[config.mk]
export PLATFORM = sky130hd
export DESIGN_NAME = ple_cell
export DESIGN_NICKNAME = d
export VERILOG_FILES = /design/src/core/ple_pkg.sv /design/src/core/ple_tbus.sv /design/src/core/ple_cell.sv
export VERILOG_INCLUDE_DIRS = /design/src /design/src/core
export SDC_FILE = /design/constraint.sdc
export NUM_CORES = 1
export LEC_CHECK = 0
export BUFFER_PORTS_ARGS = -buffer_cell sky130_fd_sc_hd__buf_2
export CAP_MARGIN = 20
export CORE_MARGIN = 5
export CORE_UTILIZATION = 49
export CTS_CLUSTER_SIZE = 24
export DETAILED_ROUTE_END_ITERATION = 6
export PLACE_DENSITY = 0.8
export SLEW_MARGIN = 20
export SYNTH_ARGS = -nofsm -noshare
export SYNTH_HDL_FRONTEND = slang
export SYNTH_SLANG_ARGS = --single-unit
[constraint.sdc]
create_clock -name clk_i -period 3.5 [get_ports clk_i]
set_clock_uncertainty 0.15 [all_clocks]
set_input_delay 0.525 -clock clk_i [delete_from_list [all_inputs] [get_ports clk_i]]
set_output_delay 0.525 -clock clk_i [all_outputs]
set_load 0.03 [all_outputs]
[src/core/ple_regs.svh]
// register map, field positions, reset values and fixed sizes of the logic cell
// assumes a byte-addressed bus with 32-bit data words
`ifndef PLE_REGS_SVH
`define PLE_REGS_SVH

`define PLE_ADR_W 8
`define PLE_DAT_W 32
`define PLE_ADR_CFG 8'h00
`define PLE_ADR_LUT 8'h04
`define PLE_ADR_STAT 8'h08

`define PLE_CFG_W 11
`define PLE_CFG_MODE_LO 0
`define PLE_CFG_MODE_HI 1
`define PLE_CFG_CIN_SEL 2
`define PLE_CFG_REG_SRC 3
`define PLE_CFG_LOCAL_SEL 4
`define PLE_CFG_GLOBAL_SEL 5
`define PLE_CFG_SCHEME_LO 6
`define PLE_CFG_SCHEME_HI 8
`define PLE_CFG_CHIPRST_EN 9
`define PLE_CFG_CASC_OR 10
`define PLE_CFG_RST 11'h000

`define PLE_LUT_W 16
`define PLE_LUT_RST 16'h0000
`define PLE_LUT_DATA_LO 0
`define PLE_LUT_DATA_HI 7
`define PLE_LUT_CARRY_LO 8
`define PLE_LUT_CARRY_HI 15

`define PLE_STAT_Q 0
`define PLE_STAT_LUT 1
`define PLE_STAT_CARRY 2
`define PLE_STAT_CASC 3
`define PLE_STAT_TBUS 4

`define PLE_TBUS_N 4
`define PLE_TBUS_CNT_W 3
`define PLE_WORD_ZERO 32'h0000_0000

`endif

[src/core/ple_pkg.sv]
// types shared by the logic cell files
// assumes ple_regs.svh is on the include path
package ple_pkg;
`include "ple_regs.svh"

	typedef enum logic [1:0] {
		PLE_MODE_NORMAL,
		PLE_MODE_ARITH,
		PLE_MODE_UPDOWN,
		PLE_MODE_CLRCNT
	} ple_mode_e;

	typedef enum logic [2:0] {
		PLE_CTL_CLR,
		PLE_CTL_PRE,
		PLE_CTL_CLR_PRE,
		PLE_CTL_LOAD_CLR,
		PLE_CTL_LOAD_PRE,
		PLE_CTL_LOAD
	} ple_ctrl_e;

	typedef struct packed {
		logic [`PLE_CFG_W-1:0] cfg;
		logic [`PLE_LUT_W-1:0] lut;
		logic stored;
		logic local_out;
		logic global_out;
		logic carry_out;
		logic cascade_out;
		logic lut_out;
		logic tbus;
		logic ack;
		logic [`PLE_DAT_W-1:0] rdata;
	} ple_state_s;

endpackage

[src/core/ple_tbus.sv]
// resolver for an emulated internal tri-state bus
// assumes drivers and enables are synchronous to the cell clock
`timescale 1ns/1ps
`include "ple_regs.svh"

module ple_tbus (
	input wire logic [`PLE_TBUS_N-1:0] drv_data_i,
	input wire logic [`PLE_TBUS_N-1:0] drv_oe_i,
	output logic bus_o
);
	logic [`PLE_TBUS_CNT_W-1:0] n_on;
	logic sel_val;

	always_comb
	begin
		n_on = '0;
		sel_val = 1'b1;
		for (int i = 0; i < `PLE_TBUS_N; i++)
		begin
			if (drv_oe_i[i])
			begin
				n_on = n_on + `PLE_TBUS_CNT_W'(1);
				sel_val = drv_data_i[i];
			end
		end
		// floating reads high, contention reads low
		if (n_on == '0)
			bus_o = 1'b1;
		else if (n_on == `PLE_TBUS_CNT_W'(1))
			bus_o = sel_val;
		else
			bus_o = 1'b0;
	end
endmodule // ple_tbus

[src/core/ple_cell.sv]
// programmable logic cell: lookup table, carry and cascade paths, one register,
// clear/preset control and a tri-state bus emulator, configured over classic wishbone
// assumes all pins synchronous to clk_i; asynchronous controls take effect at the next edge
`timescale 1ns/1ps
`include "ple_regs.svh"

module ple_cell (
	input wire logic clk_i,
	input wire logic rst_i,
	input wire logic wb_cyc_i,
	input wire logic wb_stb_i,
	input wire logic wb_we_i,
	input wire logic [`PLE_ADR_W-1:0] wb_adr_i,
	input wire logic [3:0] wb_sel_i,
	input wire logic [`PLE_DAT_W-1:0] wb_dat_i,
	output logic [`PLE_DAT_W-1:0] wb_dat_o,
	output logic wb_ack_o,
	input wire logic cell_input_a_i,
	input wire logic cell_input_b_i,
	input wire logic cell_input_c_i,
	input wire logic cell_input_d_i,
	input wire logic carry_in_i,
	input wire logic cascade_in_i,
	input wire logic clk_ena_i,
	input wire logic cluster_ctrl_a_n_i,
	input wire logic cluster_ctrl_b_n_i,
	input wire logic chip_reset_n_i,
	input wire logic [`PLE_TBUS_N-1:0] tbus_data_i,
	input wire logic [`PLE_TBUS_N-1:0] tbus_oe_i,
	output logic local_out_o,
	output logic global_out_o,
	output logic carry_out_o,
	output logic cascade_out_o,
	output logic tbus_o
);
	import ple_pkg::*;

	ple_state_s st_reg;
	ple_state_s st_next;
	ple_mode_e mode;
	ple_ctrl_e scheme;
	logic tbus_res;
	logic inv;
	logic q;
	logic lut_c;
	logic lut_res;
	logic carry_res;
	logic cnt_val;
	logic data_d;
	logic d_eff;
	logic stored_sync;
	logic ctl_a;
	logic ctl_b;
	logic clr_path;
	logic pre_path;
	logic chip_rst;
	logic q_next;
	logic req;
	logic [`PLE_DAT_W-1:0] wr_word;

	function automatic logic lut3(input logic [7:0] mask, input logic [2:0] idx);
		lut3 = mask[idx];
	endfunction

	function automatic logic lut4(input logic [15:0] mask, input logic [3:0] idx);
		lut4 = mask[idx];
	endfunction

	function automatic logic casc(input logic v, input logic cin, input logic use_or);
		casc = use_or ? (v | cin) : (v & cin);
	endfunction

	function automatic logic [`PLE_DAT_W-1:0] merge(
		input logic [`PLE_DAT_W-1:0] old_v,
		input logic [`PLE_DAT_W-1:0] new_v,
		input logic [3:0] sel
	);
		merge = old_v;
		for (int i = 0; i < 4; i++)
		begin
			if (sel[i])
				merge[i*8 +: 8] = new_v[i*8 +: 8];
		end
	endfunction

	ple_tbus u_tbus (
		.drv_data_i(tbus_data_i),
		.drv_oe_i(tbus_oe_i),
		.bus_o(tbus_res)
	);

	always_comb
	begin
		st_next = st_reg;
		mode = ple_mode_e'(st_reg.cfg[`PLE_CFG_MODE_HI:`PLE_CFG_MODE_LO]);
		scheme = ple_ctrl_e'(st_reg.cfg[`PLE_CFG_SCHEME_HI:`PLE_CFG_SCHEME_LO]);
		// stored bit is kept inverted only in the PLE_CTL_LOAD_PRE scheme for preset-by-inversion
		inv = (scheme == PLE_CTL_LOAD_PRE);
		q = inv ? ~st_reg.stored : st_reg.stored;
		lut_c = st_reg.cfg[`PLE_CFG_CIN_SEL] ? carry_in_i : cell_input_c_i;
		lut_res = 1'b0;
		carry_res = carry_in_i;
		cnt_val = q;
		data_d = q;
		st_next.cascade_out = cascade_in_i;

		case (mode)
			PLE_MODE_NORMAL:
			begin
				lut_res = lut4(st_reg.lut, {cell_input_d_i, lut_c, cell_input_b_i, cell_input_a_i});
				st_next.cascade_out = casc(lut_res, cascade_in_i, st_reg.cfg[`PLE_CFG_CASC_OR]);
				data_d = st_reg.cfg[`PLE_CFG_REG_SRC] ? cell_input_d_i : lut_res;
			end
			PLE_MODE_ARITH:
			begin
				lut_res = lut3(st_reg.lut[`PLE_LUT_DATA_HI:`PLE_LUT_DATA_LO],
					{carry_in_i, cell_input_b_i, cell_input_a_i});
				carry_res = lut3(st_reg.lut[`PLE_LUT_CARRY_HI:`PLE_LUT_CARRY_LO],
					{carry_in_i, cell_input_b_i, cell_input_a_i});
				st_next.cascade_out = casc(lut_res, cascade_in_i, st_reg.cfg[`PLE_CFG_CASC_OR]);
				data_d = st_reg.cfg[`PLE_CFG_REG_SRC] ? cell_input_d_i : lut_res;
			end
			PLE_MODE_UPDOWN:
			begin
				// b is direction, a counts, d loads c
				lut_res = lut3(st_reg.lut[`PLE_LUT_DATA_HI:`PLE_LUT_DATA_LO],
					{carry_in_i, cell_input_b_i, q});
				carry_res = lut3(st_reg.lut[`PLE_LUT_CARRY_HI:`PLE_LUT_CARRY_LO],
					{carry_in_i, cell_input_b_i, q});
				cnt_val = cell_input_a_i ? lut_res : q;
				data_d = cell_input_d_i ? cell_input_c_i : cnt_val;
				st_next.cascade_out = casc(lut_res, cascade_in_i, st_reg.cfg[`PLE_CFG_CASC_OR]);
			end
			PLE_MODE_CLRCNT:
			begin
				// cascade input acts as active-low synchronous clear
				lut_res = lut3(st_reg.lut[`PLE_LUT_DATA_HI:`PLE_LUT_DATA_LO],
					{carry_in_i, cell_input_b_i, q});
				carry_res = lut3(st_reg.lut[`PLE_LUT_CARRY_HI:`PLE_LUT_CARRY_LO],
					{carry_in_i, cell_input_b_i, q});
				cnt_val = cell_input_a_i ? lut_res : q;
				data_d = (cell_input_d_i ? cell_input_c_i : cnt_val) & cascade_in_i;
				st_next.cascade_out = lut_res;
			end
			default:
			begin
				lut_res = 1'b0;
			end
		endcase

		// clock enable holds the register in every mode
		d_eff = clk_ena_i ? data_d : q;
		stored_sync = inv ? ~d_eff : d_eff;

		// control lines are active low
		ctl_a = ~cluster_ctrl_a_n_i;
		ctl_b = ~cluster_ctrl_b_n_i;
		clr_path = 1'b0;
		pre_path = 1'b0;
		case (scheme)
			PLE_CTL_CLR:
			begin
				clr_path = ctl_a | ctl_b;
			end
			PLE_CTL_PRE:
			begin
				pre_path = ctl_a;
			end
			PLE_CTL_CLR_PRE:
			begin
				pre_path = ctl_a;
				clr_path = ctl_b;
			end
			PLE_CTL_LOAD_CLR:
			begin
				pre_path = ctl_a & cell_input_c_i;
				clr_path = (ctl_a & ~cell_input_c_i) | ctl_b;
			end
			PLE_CTL_LOAD_PRE:
			begin
				pre_path = ctl_a & cell_input_c_i;
				clr_path = (ctl_a & ~cell_input_c_i) | ctl_b;
			end
			PLE_CTL_LOAD:
			begin
				pre_path = ctl_a & cell_input_c_i;
				clr_path = ctl_a & ~cell_input_c_i;
			end
			default:
			begin
				clr_path = 1'b0;
			end
		endcase

		chip_rst = st_reg.cfg[`PLE_CFG_CHIPRST_EN] & ~chip_reset_n_i;
		// chip reset, then clear, then load or preset, then clocked data
		if (chip_rst)
			st_next.stored = 1'b0;
		else if (clr_path)
			st_next.stored = 1'b0;
		else if (pre_path)
			st_next.stored = 1'b1;
		else
			st_next.stored = stored_sync;

		q_next = inv ? ~st_next.stored : st_next.stored;
		st_next.lut_out = lut_res;
		st_next.carry_out = carry_res;
		st_next.local_out = st_reg.cfg[`PLE_CFG_LOCAL_SEL] ? q_next : lut_res;
		st_next.global_out = st_reg.cfg[`PLE_CFG_GLOBAL_SEL] ? q_next : lut_res;
		st_next.tbus = tbus_res;

		// wishbone slave, one wait state, ack for one cycle
		req = wb_cyc_i & wb_stb_i & ~st_reg.ack;
		st_next.ack = req;
		st_next.rdata = `PLE_WORD_ZERO;
		wr_word = `PLE_WORD_ZERO;
		if (req)
		begin
			if (wb_adr_i == `PLE_ADR_CFG)
			begin
				wr_word = merge({{(`PLE_DAT_W-`PLE_CFG_W){1'b0}}, st_reg.cfg}, wb_dat_i, wb_sel_i);
				if (wb_we_i)
					st_next.cfg = wr_word[`PLE_CFG_W-1:0];
				else
					st_next.rdata = {{(`PLE_DAT_W-`PLE_CFG_W){1'b0}}, st_reg.cfg};
			end
			else if (wb_adr_i == `PLE_ADR_LUT)
			begin
				wr_word = merge({{(`PLE_DAT_W-`PLE_LUT_W){1'b0}}, st_reg.lut}, wb_dat_i, wb_sel_i);
				if (wb_we_i)
					st_next.lut = wr_word[`PLE_LUT_W-1:0];
				else
					st_next.rdata = {{(`PLE_DAT_W-`PLE_LUT_W){1'b0}}, st_reg.lut};
			end
			else if (wb_adr_i == `PLE_ADR_STAT)
			begin
				if (!wb_we_i)
				begin
					st_next.rdata[`PLE_STAT_Q] = q;
					st_next.rdata[`PLE_STAT_LUT] = st_reg.lut_out;
					st_next.rdata[`PLE_STAT_CARRY] = st_reg.carry_out;
					st_next.rdata[`PLE_STAT_CASC] = st_reg.cascade_out;
					st_next.rdata[`PLE_STAT_TBUS] = st_reg.tbus;
				end
			end
			else
			begin
				st_next.rdata = `PLE_WORD_ZERO;
			end
		end
	end

	always_ff @(posedge clk_i)
	begin
		if (rst_i)
		begin
			st_reg <= '0;
			st_reg.cfg <= `PLE_CFG_RST;
			st_reg.lut <= `PLE_LUT_RST;
		end
		else
		begin
			st_reg <= st_next;
		end
	end

	assign wb_dat_o = st_reg.rdata;
	assign wb_ack_o = st_reg.ack;
	assign local_out_o = st_reg.local_out;
	assign global_out_o = st_reg.global_out;
	assign carry_out_o = st_reg.carry_out;
	assign cascade_out_o = st_reg.cascade_out;
	assign tbus_o = st_reg.tbus;
endmodule // ple_cell

**Word level (Yosys, flattened, before mapping)**

Index checks and enable logic that the tools add are counted.

- Bits in registers: 67
- Bits of input ports: 67
- Output and inout port bits: 38
- Word-level logic and storage cells: 116

- Add/sub/neg operators: 3
- $lt $le $gt $ge: 3
- Equality and inequality tests: 11
- Multiplexer cells: 49
- Bitwise gates (word level): 24
- Reductions and logical operators: 13

Operators by type and width:

| operator | count |
|---|---|
| $mux W32 | 2 |
| $mux W1 | 29 |
| $mux W16 | 1 |
| $bmux W1 S3 | 4 |
| $pmux W1 S4 | 3 |
| $mux W11 | 1 |
| $mux W5 | 2 |
| $not A1 Y1 | 10 |
| $reduce_and A5 Y1 | 2 |
| $and A1 B1 Y1 | 9 |
| $mux W3 | 3 |
| $eq A8 B3 Y1 const B | 1 |
| $eq A8 B4 Y1 const B | 1 |
| $logic_not A8 Y1 | 1 |
| $lt A3 B4 Y1 const B | 2 |
| $reduce_and A4 Y1 | 2 |
| $reduce_or A2 Y1 | 4 |
| $add A3 B1 Y3 const B | 2 |
| $eq A3 B1 Y1 const B | 2 |
| $eq A3 B2 Y1 const B | 2 |
| $eq A3 B3 Y1 const B | 2 |
| $logic_not A3 Y1 | 2 |
| $lt A4 B5 Y1 const B | 1 |
| $or A1 B1 Y1 | 5 |
| other kinds (8) | 10 |

**Logic depth before layout (Yosys ltp)**

Gate-level depths: netlist (run 1).

- Depth in word-level cells: 17
- Mapped depth: 11
- Gate-level depth less buffers: 10

**Modules after synthesis**

From an unflattened synthesis (run 1), not the netlist that was laid out.

- Cells, all modules: 320
- Area total of the unflattened synthesis: 2927.8 um2

Modules (own cells, without submodules):

| module | times used | cells an instance | area each (um2) | sequential area each (um2) |
|---|---|---|---|---|
| ple_cell | 1 | 294 | 2755.1 | 1021.0 |
| ple_tbus | 1 | 26 | 172.7 | 0.0 |

**Least setup slack after synthesis (run 1)**

Ideal clock, no wire load.

- Path kind: in2reg
- Start: input port cell_input_b_i
- End: register st_reg (netlist bit cascade_out_o)
- Setup time: 0.129 ns
- Arrival: 2.427 ns
- Required time: 3.221 ns
- Path slack: 0.794 ns
- Stages on the path: 8
- Path buffers: 1
- Cell sequence: clkbuf_1 mux4_2 mux4_2 mux2_2 a31oi_1 a21oi_1 nor2_1 nor3_1

- Word-level cells in the longest chain between the ends: 5
- Elaborated cells on any way between the ends: 16
- Classes of those cells: mux (10); bitwise (6)

Ends and longest elaborated chain:

| what | line | text |
|---|---|---|
| from (decl) | ple_cell.sv:19 | `input wire logic cell_input_b_i,` |
| $bmux W1 S4 / $bmux W1 S3 (equally long branches) | ple_cell.sv:66, ple_cell.sv:62 |  |
| $mux W1, on equally long branches | ple_cell.sv:66, ple_cell.sv:62 |  |
| $and A1 B1 Y1 / $or A1 B1 Y1 (equally long branches) | ple_cell.sv:70 | `casc = use_or ? (v \| cin) : (v & cin);` |
| $mux W1 | ple_cell.sv:70 |  |
| $pmux W1 S4 * | ple_cell.sv:107 | `case (mode)` |
| to (signal assigned) | ple_cell.sv:264 | `st_reg <= st_next;` |
| to (decl) | ple_cell.sv:38 | `ple_state_s st_reg;` |

Mark *: on every way between the ends. The rest lies on a longest branch, timed or not. The select of a mux whose other input is x is not followed.
A chain may end at the register's enable or synchronous reset.

**Worst setup path after layout (run 1)**

- Start: register st_reg (netlist bit scheme[2])
- End: register st_reg (netlist bit local_out_o)

- Word-level cells in the longest chain between the ends: 17
- Elaborated cells on any way between the ends: 28
- Classes of those cells: eq/ne (5); mux (16); bitwise (3); reduce/logical (4)

Ends and longest elaborated chain:

| what | line | text |
|---|---|---|
| $eq A3 B3 Y1 | ple_cell.sv:98, ple_cell.sv:160 |  |
| $mux W1 | ple_cell.sv:99 | `q = inv ? ~st_reg.stored : st_reg.stored;` |
| $bmux W1 S3 | ple_cell.sv:62 | `lut3 = mask[idx];` |
| $mux W1 (not written as such) | ple_cell.sv:62 |  |
| $mux W1 | ple_cell.sv:130, ple_cell.sv:141 |  |
| $mux W1 | ple_cell.sv:131, ple_cell.sv:142 |  |
| $and A1 B1 Y1 | ple_cell.sv:142 | `data_d = (cell_input_d_i ? cell_input_c_i : cnt_val) & cascade_in_i;` |
| $pmux W1 S4 | ple_cell.sv:107 |  |
| $mux W1 | ple_cell.sv:152 | `d_eff = clk_ena_i ? data_d : q;` |
| $not A1 Y1 | ple_cell.sv:153 | `stored_sync = inv ? ~d_eff : d_eff;` |
| $mux W1 | ple_cell.sv:153 |  |
| $mux W1 | ple_cell.sv:201 | `else if (pre_path)` |
| $mux W1 | ple_cell.sv:199 | `else if (clr_path)` |
| $mux W1 | ple_cell.sv:197 | `if (chip_rst)` |
| $not A1 Y1 | ple_cell.sv:206 | `q_next = inv ? ~st_next.stored : st_next.stored;` |
| $mux W1 | ple_cell.sv:206 |  |
| $mux W1 * | ple_cell.sv:209 | `` st_next.local_out = st_reg.cfg[`PLE_CFG_LOCAL_SEL] ? q_next : lut_res; `` |

Marks and branches as above.

==> flow_metrics.py, run 1 <==
metrics = {
    "run_status": {
        "status": "finished, final reports clean",
    },
    "synth": {
        "async_flop_share_pct": 0,
        "avgSynthCellArea_um2": 8.98,
        "synth_top_area_cell": "dfxtp_1",
        "synth.area.top_cells": "dfxtp_1 36%, mux2i_1 14%, buf_4 8.5%, nor2_1 7.3%, mux4_2 6.4%",
        "synth_xor_xnor_area_share_pct": 0.890,
        "yosysWarnings": 0,
        "synthDistinctLibCells": 43,
        "yosysSeqAreaShare_pct": 36.3,
        "netlist.area_leader.share_pct": 36.3,
        "ys.flop_type": "dfxtp_1",
        "synthesis.area_mm2": 0.00281,
        "ys_ff_latch": 51,
        "synth_top_family_by_area": "multiplexers",
        "synthSimpleGateAreaFrac_pct": 16.1,
        "synth_compound_area_share_pct": 11.7,
        "synth.area.mux_share_pct": 21.1,
        "synth-edff-count": 0,
        "synthCells": 313,
        "synthAdderAreaFrac_pct": 1.34,
    },
    "finish": {
        "fin_area_mm2": 0.00309,
        "largest_reg_flops": 24,
        "drive_above_1_share_pct": 26.1,
        "antennaDiodeCount": 0,
        "final_cell_mix": "70 x buf_2, 55 x nor2_1, 51 x dfxtp_1",
        "syn2layout_area_growth_pct": 9.84,
        "nets": 428,
        "fin_cells": 429,
        "final_util_pct": 55.7,
        "final_common_cell": "buf_2",
    },
    "min_path": {
        "hold_path.class": "input pin to flip-flop",
    },
    "global_routing": {
        "grt_max_degree": 37,
        "gr-total-overflow": 0,
        "grt_usage_pct": 17.1,
        "grt_pass1_vias": 2151,
        "antenna_found_initial": 0,
        "grt_pass1_wl_mm": 10.2,
    },
    "detailed_routing": {
        "num_vias": 2272,
        "drc_errors": 0,
        "wirelength_mm": 6.13,
        "drtIter0Drc": 119,
        "drt-pass1-iter-count": 4,
        "ant_nets": 0,
        "via_per_inst": 5.30,
        "wl_per_cell_um": 14.3,
    },
    "setup_path": {
        "crit_arrival_ps": 2980,
        "path_cells": "nor3b_2 > xor2_2 > mux4_2 > a2111oi_2 > o21ai_1 > o211ai_1 > o21ai_1",
        "path_class": "flip-flop to flip-flop",
        "endpoint_kind": "flip-flop",
        "cp.required_ps": 3530,
        "crit_path_top_delay_cell": "dfxtp_1",
        "startpoint_type": "flip-flop",
        "slowest_delay_ps": 520,
        "path_max_fanout": 10,
        "crit_top_cell": "o21ai_1",
    },
    "timing": {
        "hold_ws_ps": 310,
        "slew_headroom_pct": 55.2,
        "finalSetupViolations": 0,
        "fin_crit_sh_pct": 84.3,
        "min_period_ps": 2950,
        "fmaxAchievable_mhz": 339,
        "rsz0062_at_grt": "false",
        "hold_viol": 0,
        "slew_viol_final": 0,
        "worst_slack_ps": 549,
        "setup_tns_ps": 0,
        "tightest_slew_ps": 672,
    },
    "clocking": {
        "cts_num_sinks": 51,
        "cts_tree": "yes",
        "cts_resized": 0,
        "cts_max_level": 2,
        "clock_path_buffers": 2,
        "post_cts_buffers": 0,
        "cts_made_buffers": 5,
        "worstSkewPairLatency_ps": 300,
        "ctsHoldBuffers": 0,
        "cts_root_buf": "clkbuf_8",
        "path_clk_slew_ps": 80,
    },
    "run": {
        "cap_viol_max_count": 0,
    },
    "placement": {
        "placed_area_mm2": 0.00302,
        "dpl.cell_count": 423,
        "gp_congestion": 0.860,
        "io_buffers": 70,
        "pre_cts_slack_ps": 571,
        "hpwl_mm": 4.75,
    },
    "die": {
        "fp.dieArea_mm2": 0.00735,
        "num_io_pins": 105,
        "die_h_um": 85.7,
        "rows": 27,
        "core_mm2": 0.00554,
        "die_w_um": 85.7,
        "start_util_pct": 50.7,
    },
    "pwr": {
        "p_leak_nw": 1.41,
        "fin_total_pwr_mw": 1.02,
        "ir_drop_mv": 0.168,
        "power_density_mw_per_mm2": 329,
    },
}
[path summary, 6_finish.rpt]
check / start / endpoint / slack (ps) / cells past startpoint
worst max register to register: scheme[2]$_SDFFE_PP0P_ / local_out_o$_SDFF_PP0_ / 550 / 7
worst min-delay path: wb_dat_i[13] / st_reg[53]$_SDFFE_PP0P_ / 310 / 3
worst min register to register: st_reg[34]$_SDFF_PP0_ / wb_dat_o[1]$_SDFF_PP0_ / 310 / 2
worst max-delay path: scheme[2]$_SDFFE_PP0P_ / local_out_o$_SDFF_PP0_ / 550 / 7
[logic make-up after synthesis]
logic type / count (synthesis)
and+or+nand+nor: 97
buffers and inverters: 60
DFF: 51
AOI/OAI and AO/OA: 50
muxes: 49
adders and majority gates: 3
xor gates and xnor gates: 2
other: 1
[area by class of cell]
type                            instances  area [um^2]
Timing Repair Buffer                   72          365
Tap cell                               72         90.1
Inverter                               11         41.3
Clock buffer                            6         72.6
Fill cell                             514         2450
Sequential cell                        51         1020
Multi-Input combinational cell        217         1500
[cell usage after synthesis (2+ instances only)]
cell type	count
a211oi_1	3
a31oi_1	3
a21oi_1	15
mux2i_1	38
o211ai_1	2
clkbuf_1	14
a22o_1	6
o21ai_1	3
nand3_1	6
nand2_1	7
o21ai_0	8
and2_1	6
nand2b_1	5
mux2_2	3
nand4_1	2
ha_1	3
nor2_1	55
mux4_2	8
nor4_1	2
inv_1	11
buf_4	32
nor3_1	5
nor2b_1	3
dfxtp_1	51
o31ai_1	2
buf_2	3
[where the power goes]
group	total, mW	switching (mW)	internal (mW)
registers	0.584	0.00228	0.582
clock network	0.309	0.176	0.134
logic	0.122	0.0780	0.0435
total	1.02	0.256	0.759
[critical path: cells and delay by family, from the launching register on]
family | cells | cell delay (ps)
AND/OR/NAND/NOR | 1 | 380
AO/OA/AOI/OAI | 4 | 920
flip-flops | 1 | 520
XOR/XNOR | 1 | 440
multiplexers | 1 | 410
[metal layers]
metal,vias to the layer above,GRT usage [%],routed length (um)
li1,1128,-,-
met1,1057,20.8,2580
met2,82,28.8,2940
met3,5,5.09,540
met4,0,5.76,72
met5,-,0,0
No activity file was read; power rests on OpenSTA's default activity.
==> run 2, diff against run 1 <==
--- a/config.mk
+++ b/config.mk
@@ -9,10 +9,10 @@
 export BUFFER_PORTS_ARGS = -buffer_cell sky130_fd_sc_hd__buf_2
 export CAP_MARGIN = 20
 export CORE_MARGIN = 5
-export CORE_UTILIZATION = 49
+export CORE_UTILIZATION = 45
 export CTS_CLUSTER_SIZE = 24
 export DETAILED_ROUTE_END_ITERATION = 6
-export PLACE_DENSITY = 0.8
+export PLACE_DENSITY = 0.77
 export SLEW_MARGIN = 20
 export SYNTH_ARGS = -nofsm -noshare
 export SYNTH_HDL_FRONTEND = slang
==> constraint.sdc (replaced) <==
create_clock -name clk_i -period 2.4 [get_ports clk_i]
set_clock_uncertainty 0.15 [all_clocks]
set_input_delay 0.36 -clock clk_i [delete_from_list [all_inputs] [get_ports clk_i]]
set_output_delay 0.36 -clock clk_i [all_outputs]
set_load 0.03 [all_outputs]
==> run 2 against run 1 <==
  * First-iteration DRC count increased by 1.7%
  * Combinational power up 53%
  * Non-clock buffer count up 20
  * Sequential share of layout area decreased by 2.2 points
  * Global-route usage decreased by 0.77 points
  * Routed wire length up 8.9%
  * Via count grew 4.1%
  * Critical path type unchanged
  * Largest power group unchanged
==> flow_metrics.py, run 2 (synthesis gave the netlist of run 1 again) <==
metrics = {
    "run_status": {
        "status": "finished, final reports clean",
    },
    "setup_path": {
        "cp.required_ps": 2440,
        "crit_path_top_delay_cell": "mux4_2",
        "path_cells": "mux4_2 > mux4_2 > mux2_4 > nand3_4 > nand3_2 > o211ai_1 > o21ai_1",
        "slowest_delay_ps": 490,
        "endpoint_kind": "flip-flop",
        "r2r-start": "st_reg[51]$_SDFFE_PP0P_",
        "crit_arrival_ps": 2400,
        "startpoint_type": "flip-flop",
        "path_max_fanout": 4,
        "path_class": "flip-flop to flip-flop",
        "cp-startpoint": "st_reg[51]$_SDFFE_PP0P_",
        "crit_top_cell": "mux4_2",
    },
    "finish": {
        "multiInputGateArea_mm2": 0.00157,
        "drive_above_1_share_pct": 33.2,
        "final_common_cell": "buf_2",
        "fill_cells": 519,
        "antennaDiodeCount": 0,
        "largest_reg_flops": 24,
        "syn2layout_area_growth_pct": 18.6,
        "final_cell_mix": "70 x buf_2, 55 x nor2_1, 46 x dfxtp_1",
        "regArea_mm2": 0.00103,
        "fin_cells": 454,
        "nets": 448,
    },
    "timing": {
        "slew_headroom_pct": 55.8,
        "slew_viol_final": 0,
        "tightest_slew_ps": 656,
        "hold_viol": 0,
        "rsz0062_at_grt": "true",
        "fmaxAchievable_mhz": 424,
        "fin_crit_sh_pct": 98.3,
        "min_period_ps": 2360,
        "finalSetupViolations": 0,
    },
    "clocking": {
        "cts_max_level": 2,
        "clock_path_buffers": 2,
        "cts_made_buffers": 5,
        "worstSkewPairLatency_ps": 290,
        "path_clk_slew_ps": 90,
        "cts_num_sinks": 51,
        "cts_tree": "yes",
        "cts_root_buf": "clkbuf_8",
        "ctsHoldBuffers": 0,
    },
    "die": {
        "die_h_um": 89.0,
        "core_mm2": 0.00599,
        "rows": 28,
        "start_util_pct": 46.9,
        "die_w_um": 89.0,
        "fp.dieArea_mm2": 0.00793,
        "num_io_pins": 105,
    },
    "run": {
        "cap_viol_max_count": 0,
    },
    "detailed_routing": {
        "drc_errors": 0,
        "num_vias": 2366,
        "ant_nets": 0,
        "via_per_inst": 5.21,
        "wirelength_mm": 6.67,
        "wl_per_cell_um": 14.7,
        "drt-pass1-iter-count": 4,
        "drtIter0Drc": 121,
    },
    "placement": {
        "dpl.cell_count": 441,
        "hpwl_mm": 5.16,
        "gp_congestion": 0.908,
        "io_buffers": 70,
    },
    "pwr": {
        "power_density_mw_per_mm2": 455,
        "ir_drop_mv": 0.347,
        "p_leak_nw": 1.53,
        "fin_total_pwr_mw": 1.52,
    },
    "min_path": {
        "hold_path.class": "input pin to flip-flop",
        "min-delay-start": "wb_dat_i[15]",
    },
    "global_routing": {
        "grt_usage_pct": 16.3,
        "antenna_found_initial": 0,
        "grt_max_degree": 36,
        "grt_pass1_vias": 2159,
        "grt_pass1_wl_mm": 10.1,
        "gr-total-overflow": 0,
    },
}
run 2: critical path, delay by kind of cell (launching register included):
family           cells  cell delay, ps
AND/OR/NAND/NOR      2             170
AO/OA/AOI/OAI        2             290
multiplexers         3            1300
flip-flops           1             340
run 2: cell type report:
type,count,area share (%)
multi-input combinational,217,47.1
clock inverter,2,0.375
tap,75,2.82
timing repair buffer,92,15.5
clock buffer,6,2.18
inverter,11,1.24
sequential,51,30.8
run 2: through the flow:
stage / TNS [ps] / cell area [um^2] / utilization (%) / hold WS, ps / setup slack (ps)
2_1_floorplan: 0 / 2920 / - / 281 / 0.119
3_3_place_gp: -670 / 3170 / 53.0 / 300 / -177
3_5_place_dp: -884 / 3170 / 53.0 / 305 / -222
4_1_cts: 0 / 3270 / 54.7 / 139 / 15.2
5_1_grt: -77.1 / 3330 / 55.6 / 144 / -41.6
6_report: 0 / 3330 / 55.6 / 145 / 41.9
run 2: power by group:
| part | leakage [nW] | switching [mW] | internal (mW) |
|---|---|---|---|
| logic | 1.08 | 0.118 | 0.0688 |
| clock network | 0.0412 | 0.274 | 0.204 |
| registers | 0.414 | 0.00183 | 0.849 |
run 2: timing repair:
item / in CTS / in global routing
pin swaps: 1 / 5
setup endpoints to repair: 1 / 4
buffers inserted: 2 / 3
resized for setup: 0 / 11
run 2: path summary, 6_finish.rpt:
path,to,slack (ps),cells past startpoint
min,st_reg[55]$_SDFFE_PP0P_,140,3
min reg2reg,wb_dat_o[1]$_SDFF_PP0_,320,2
max reg2reg,global_out_o$_SDFF_PP0_,40,7
max,global_out_o$_SDFF_PP0_,40,7
run 2: per-layer routing:
metal	wire length [um]	up-vias	share of wire, %	track usage [%]
met2	3180	73	48	27.1
met4	125	0	1.9	6.09
met1	2920	1111	44	21.2
met5	0	-	0	0
met3	449	8	6.7	2.86
li1	-	1174	-	-
==> run 3, diff against run 2 <==
--- a/config.mk
+++ b/config.mk
@@ -8,11 +8,13 @@
 export LEC_CHECK = 0
 export BUFFER_PORTS_ARGS = -buffer_cell sky130_fd_sc_hd__buf_2
 export CAP_MARGIN = 20
+export CELL_PAD_IN_SITES_DETAIL_PLACEMENT = 1
+export CELL_PAD_IN_SITES_GLOBAL_PLACEMENT = 2
 export CORE_MARGIN = 5
-export CORE_UTILIZATION = 45
+export CORE_UTILIZATION = 25
 export CTS_CLUSTER_SIZE = 24
 export DETAILED_ROUTE_END_ITERATION = 6
-export PLACE_DENSITY = 0.77
+export PLACE_DENSITY_LB_ADDON = 0.1
 export SLEW_MARGIN = 20
 export SYNTH_ARGS = -nofsm -noshare
 export SYNTH_HDL_FRONTEND = slang
==> run 3 against run 2 <==
  * Flip-flop and latch count stayed put
  * First-iteration DRC count down 42%
  * Die area is 70% higher
  * Clock-buffer cell count decreased by 1
  * Fmax increased by 1.1%
  * Global-route usage down 3.8 points
  * Routed wire length is 26% higher
  * Largest cell class unchanged
  * Highest routed layer unchanged
==> flow_metrics.py, run 3 (synthesis gave the netlist of run 1 again) <==
metrics = {
    "finish": {
        "antennaDiodeCount": 0,
        "largest_reg_flops": 24,
        "final_cell_mix": "70 x buf_2, 55 x nor2_1, 48 x dfxtp_1",
        "nets": 464,
        "syn2layout_area_growth_pct": 29.6,
        "drive_above_1_share_pct": 35.4,
        "fill_cells": 1333,
        "final_common_cell": "buf_2",
    },
    "die": {
        "start_util_pct": 25.7,
        "die_h_um": 116,
        "fp.dieArea_mm2": 0.0135,
        "rows": 38,
        "num_io_pins": 105,
        "core_mm2": 0.0109,
        "die_w_um": 116,
    },
    "timing": {
        "min_period_ps": 2330,
        "fin_crit_sh_pct": 97.2,
        "fmaxAchievable_mhz": 429,
        "hold_viol": 0,
        "slew_viol_final": 0,
        "hold_ws_ps": 153,
        "worst_slack_ps": 68.2,
        "rsz0062_at_grt": "true",
        "finalSetupViolations": 0,
    },
    "clocking": {
        "clock_path_buffers": 2,
        "cts_num_sinks": 51,
        "worstSkewPairLatency_ps": 290,
        "ctsHoldBuffers": 0,
        "cts_made_buffers": 5,
        "cts_tree": "yes",
        "path_clk_slew_ps": 70,
        "cts_root_buf": "clkbuf_16",
        "cts_max_level": 2,
    },
    "pwr": {
        "ir_drop_mv": 0.257,
        "power_density_mw_per_mm2": 543,
        "fin_total_pwr_mw": 1.98,
        "p_leak_nw": 1.67,
    },
    "setup_path": {
        "reg2reg_to": "local_out_o$_SDFF_PP0_",
        "path_buf_inv": 1,
        "path_cells": "nor3b_4 > buf_6 > xor2_4 > mux4_2 > a2111oi_4 > o21ai_2 > o211ai_1 > o21ai_1",
        "r2r-start": "scheme[1]$_SDFFE_PP0P_",
        "reg2regPathDepth": 8,
        "cp.required_ps": 2430,
        "r2r_slack_ps": 70,
        "endpoint_kind": "flip-flop",
        "crit_path_top_delay_cell": "a2111oi_4",
        "slowest_delay_ps": 410,
        "path_class": "flip-flop to flip-flop",
        "path_max_fanout": 5,
        "startpoint_type": "flip-flop",
        "crit_arrival_ps": 2360,
        "cp_top_family": "compound AO/OA/AOI/OAI gates",
    },
    "detailed_routing": {
        "via_per_inst": 4.47,
        "drc_errors": 0,
        "wirelength_mm": 8.39,
        "num_vias": 2390,
        "drt-pass1-iter-count": 4,
        "drtIter0Drc": 70,
        "wl_per_cell_um": 15.7,
        "ant_nets": 0,
    },
    "global_routing": {
        "grt_max_degree": 19,
        "gr-total-overflow": 0,
        "grt_usage_pct": 12.6,
        "grt_pass1_wl_mm": 13.2,
        "antenna_found_initial": 0,
        "grt_pass1_vias": 2521,
    },
    "run_status": {
        "status": "finished, final reports clean",
    },
    "placement": {
        "pre_cts_slack_ps": -216,
        "gp_congestion": 0.782,
        "io_buffers": 70,
        "hpwl_mm": 6.96,
    },
    "min_path": {
        "min-delay-start": "wb_dat_i[12]",
        "hold_path.class": "input pin to flip-flop",
        "whs_path_depth": 3,
        "min_to": "st_reg[52]$_SDFFE_PP0P_",
    },
    "run": {
        "cap_viol_max_count": 0,
    },
}
==> run 3: cell types whose count changed in the layout (fill, tap and decap cells not counted), sizes merged <==
cell    previous run  this run
clkbuf             6         5
bufinv             0         2
clkinv             1         0
buf               92       108
==> run 3: through the flow <==
step	utilization, %	std cells	TNS, ps	cell area [um^2]
final	33.3	535	0	3640
after detailed placement	30.9	522	-885	3380
after global placement	30.9	522	-722	3380
after floorplan	-	328	0	2920
after CTS	32.9	532	-33.6	3600
after global routing	33.3	535	-180	3640
==> run 3: worst max path at each step <==
stage | slack (ps) | from | endpoint | depth (start not counted)
floorplan | 0.1 | cell_input_a_i | global_out_o$_SDFF_PP0_ | 8
CTS | -30 | scheme[1]$_SDFFE_PP0P_ | st_reg[39]$_SDFF_PP0_ | 7
finish | 70 | scheme[1]$_SDFFE_PP0P_ | local_out_o$_SDFF_PP0_ | 8
global placement | -180 | cell_input_a_i | global_out_o$_SDFF_PP0_ | 8
detailed placement | -220 | cell_input_a_i | global_out_o$_SDFF_PP0_ | 8
global route | -90 | scheme[1]$_SDFFE_PP0P_ | global_out_o$_SDFF_PP0_ | 8
==> run 3: power breakdown <==
group | internal, mW | leakage (nW) | switching, mW
clock | 0.598 | 0.0900 | 0.332
combinational | 0.0722 | 1.16 | 0.125
sequential | 0.849 | 0.413 | 0.00216
==> run 3: cell type report <==
type	count	area, um^2	area share, %
Inverter	11	41.3	1.13
Sequential cell	51	1020	28.1
Multi-Input combinational cell	217	1570	43.1
Clock inverter	3	67.6	1.85
Tap cell	140	175	4.81
Clock buffer	5	125	3.43
Timing Repair Buffer	108	639	17.5
==> run 3: repair_timing <==
action | in CTS | in global routing
gates resized for setup | 4 | 5
setup buffers | 2 | 3
setup endpoints to repair | 3 | 4
endpoints found under the hold margin | 0 | 0
pin swaps | 2 | 8
==> run 3: layer usage <==
metal  wire, um  part of all wire [%]  global-route usage [%]
met1       3970                    47                    16.4
met4         78                  0.93                    3.02
met3        438                   5.2                    2.56
met5          0                     0                       0
met2       3900                    47                    21.3
==> run 3: worst register-to-register path, cell delays in order, from the launching register on <==
cell and delay, ps:
dfxtp_2 330, nor3b_4 190, buf_6 150, xor2_4 220, mux4_2 390, a2111oi_4 410, o21ai_2 120, o211ai_1 180
o21ai_1 80
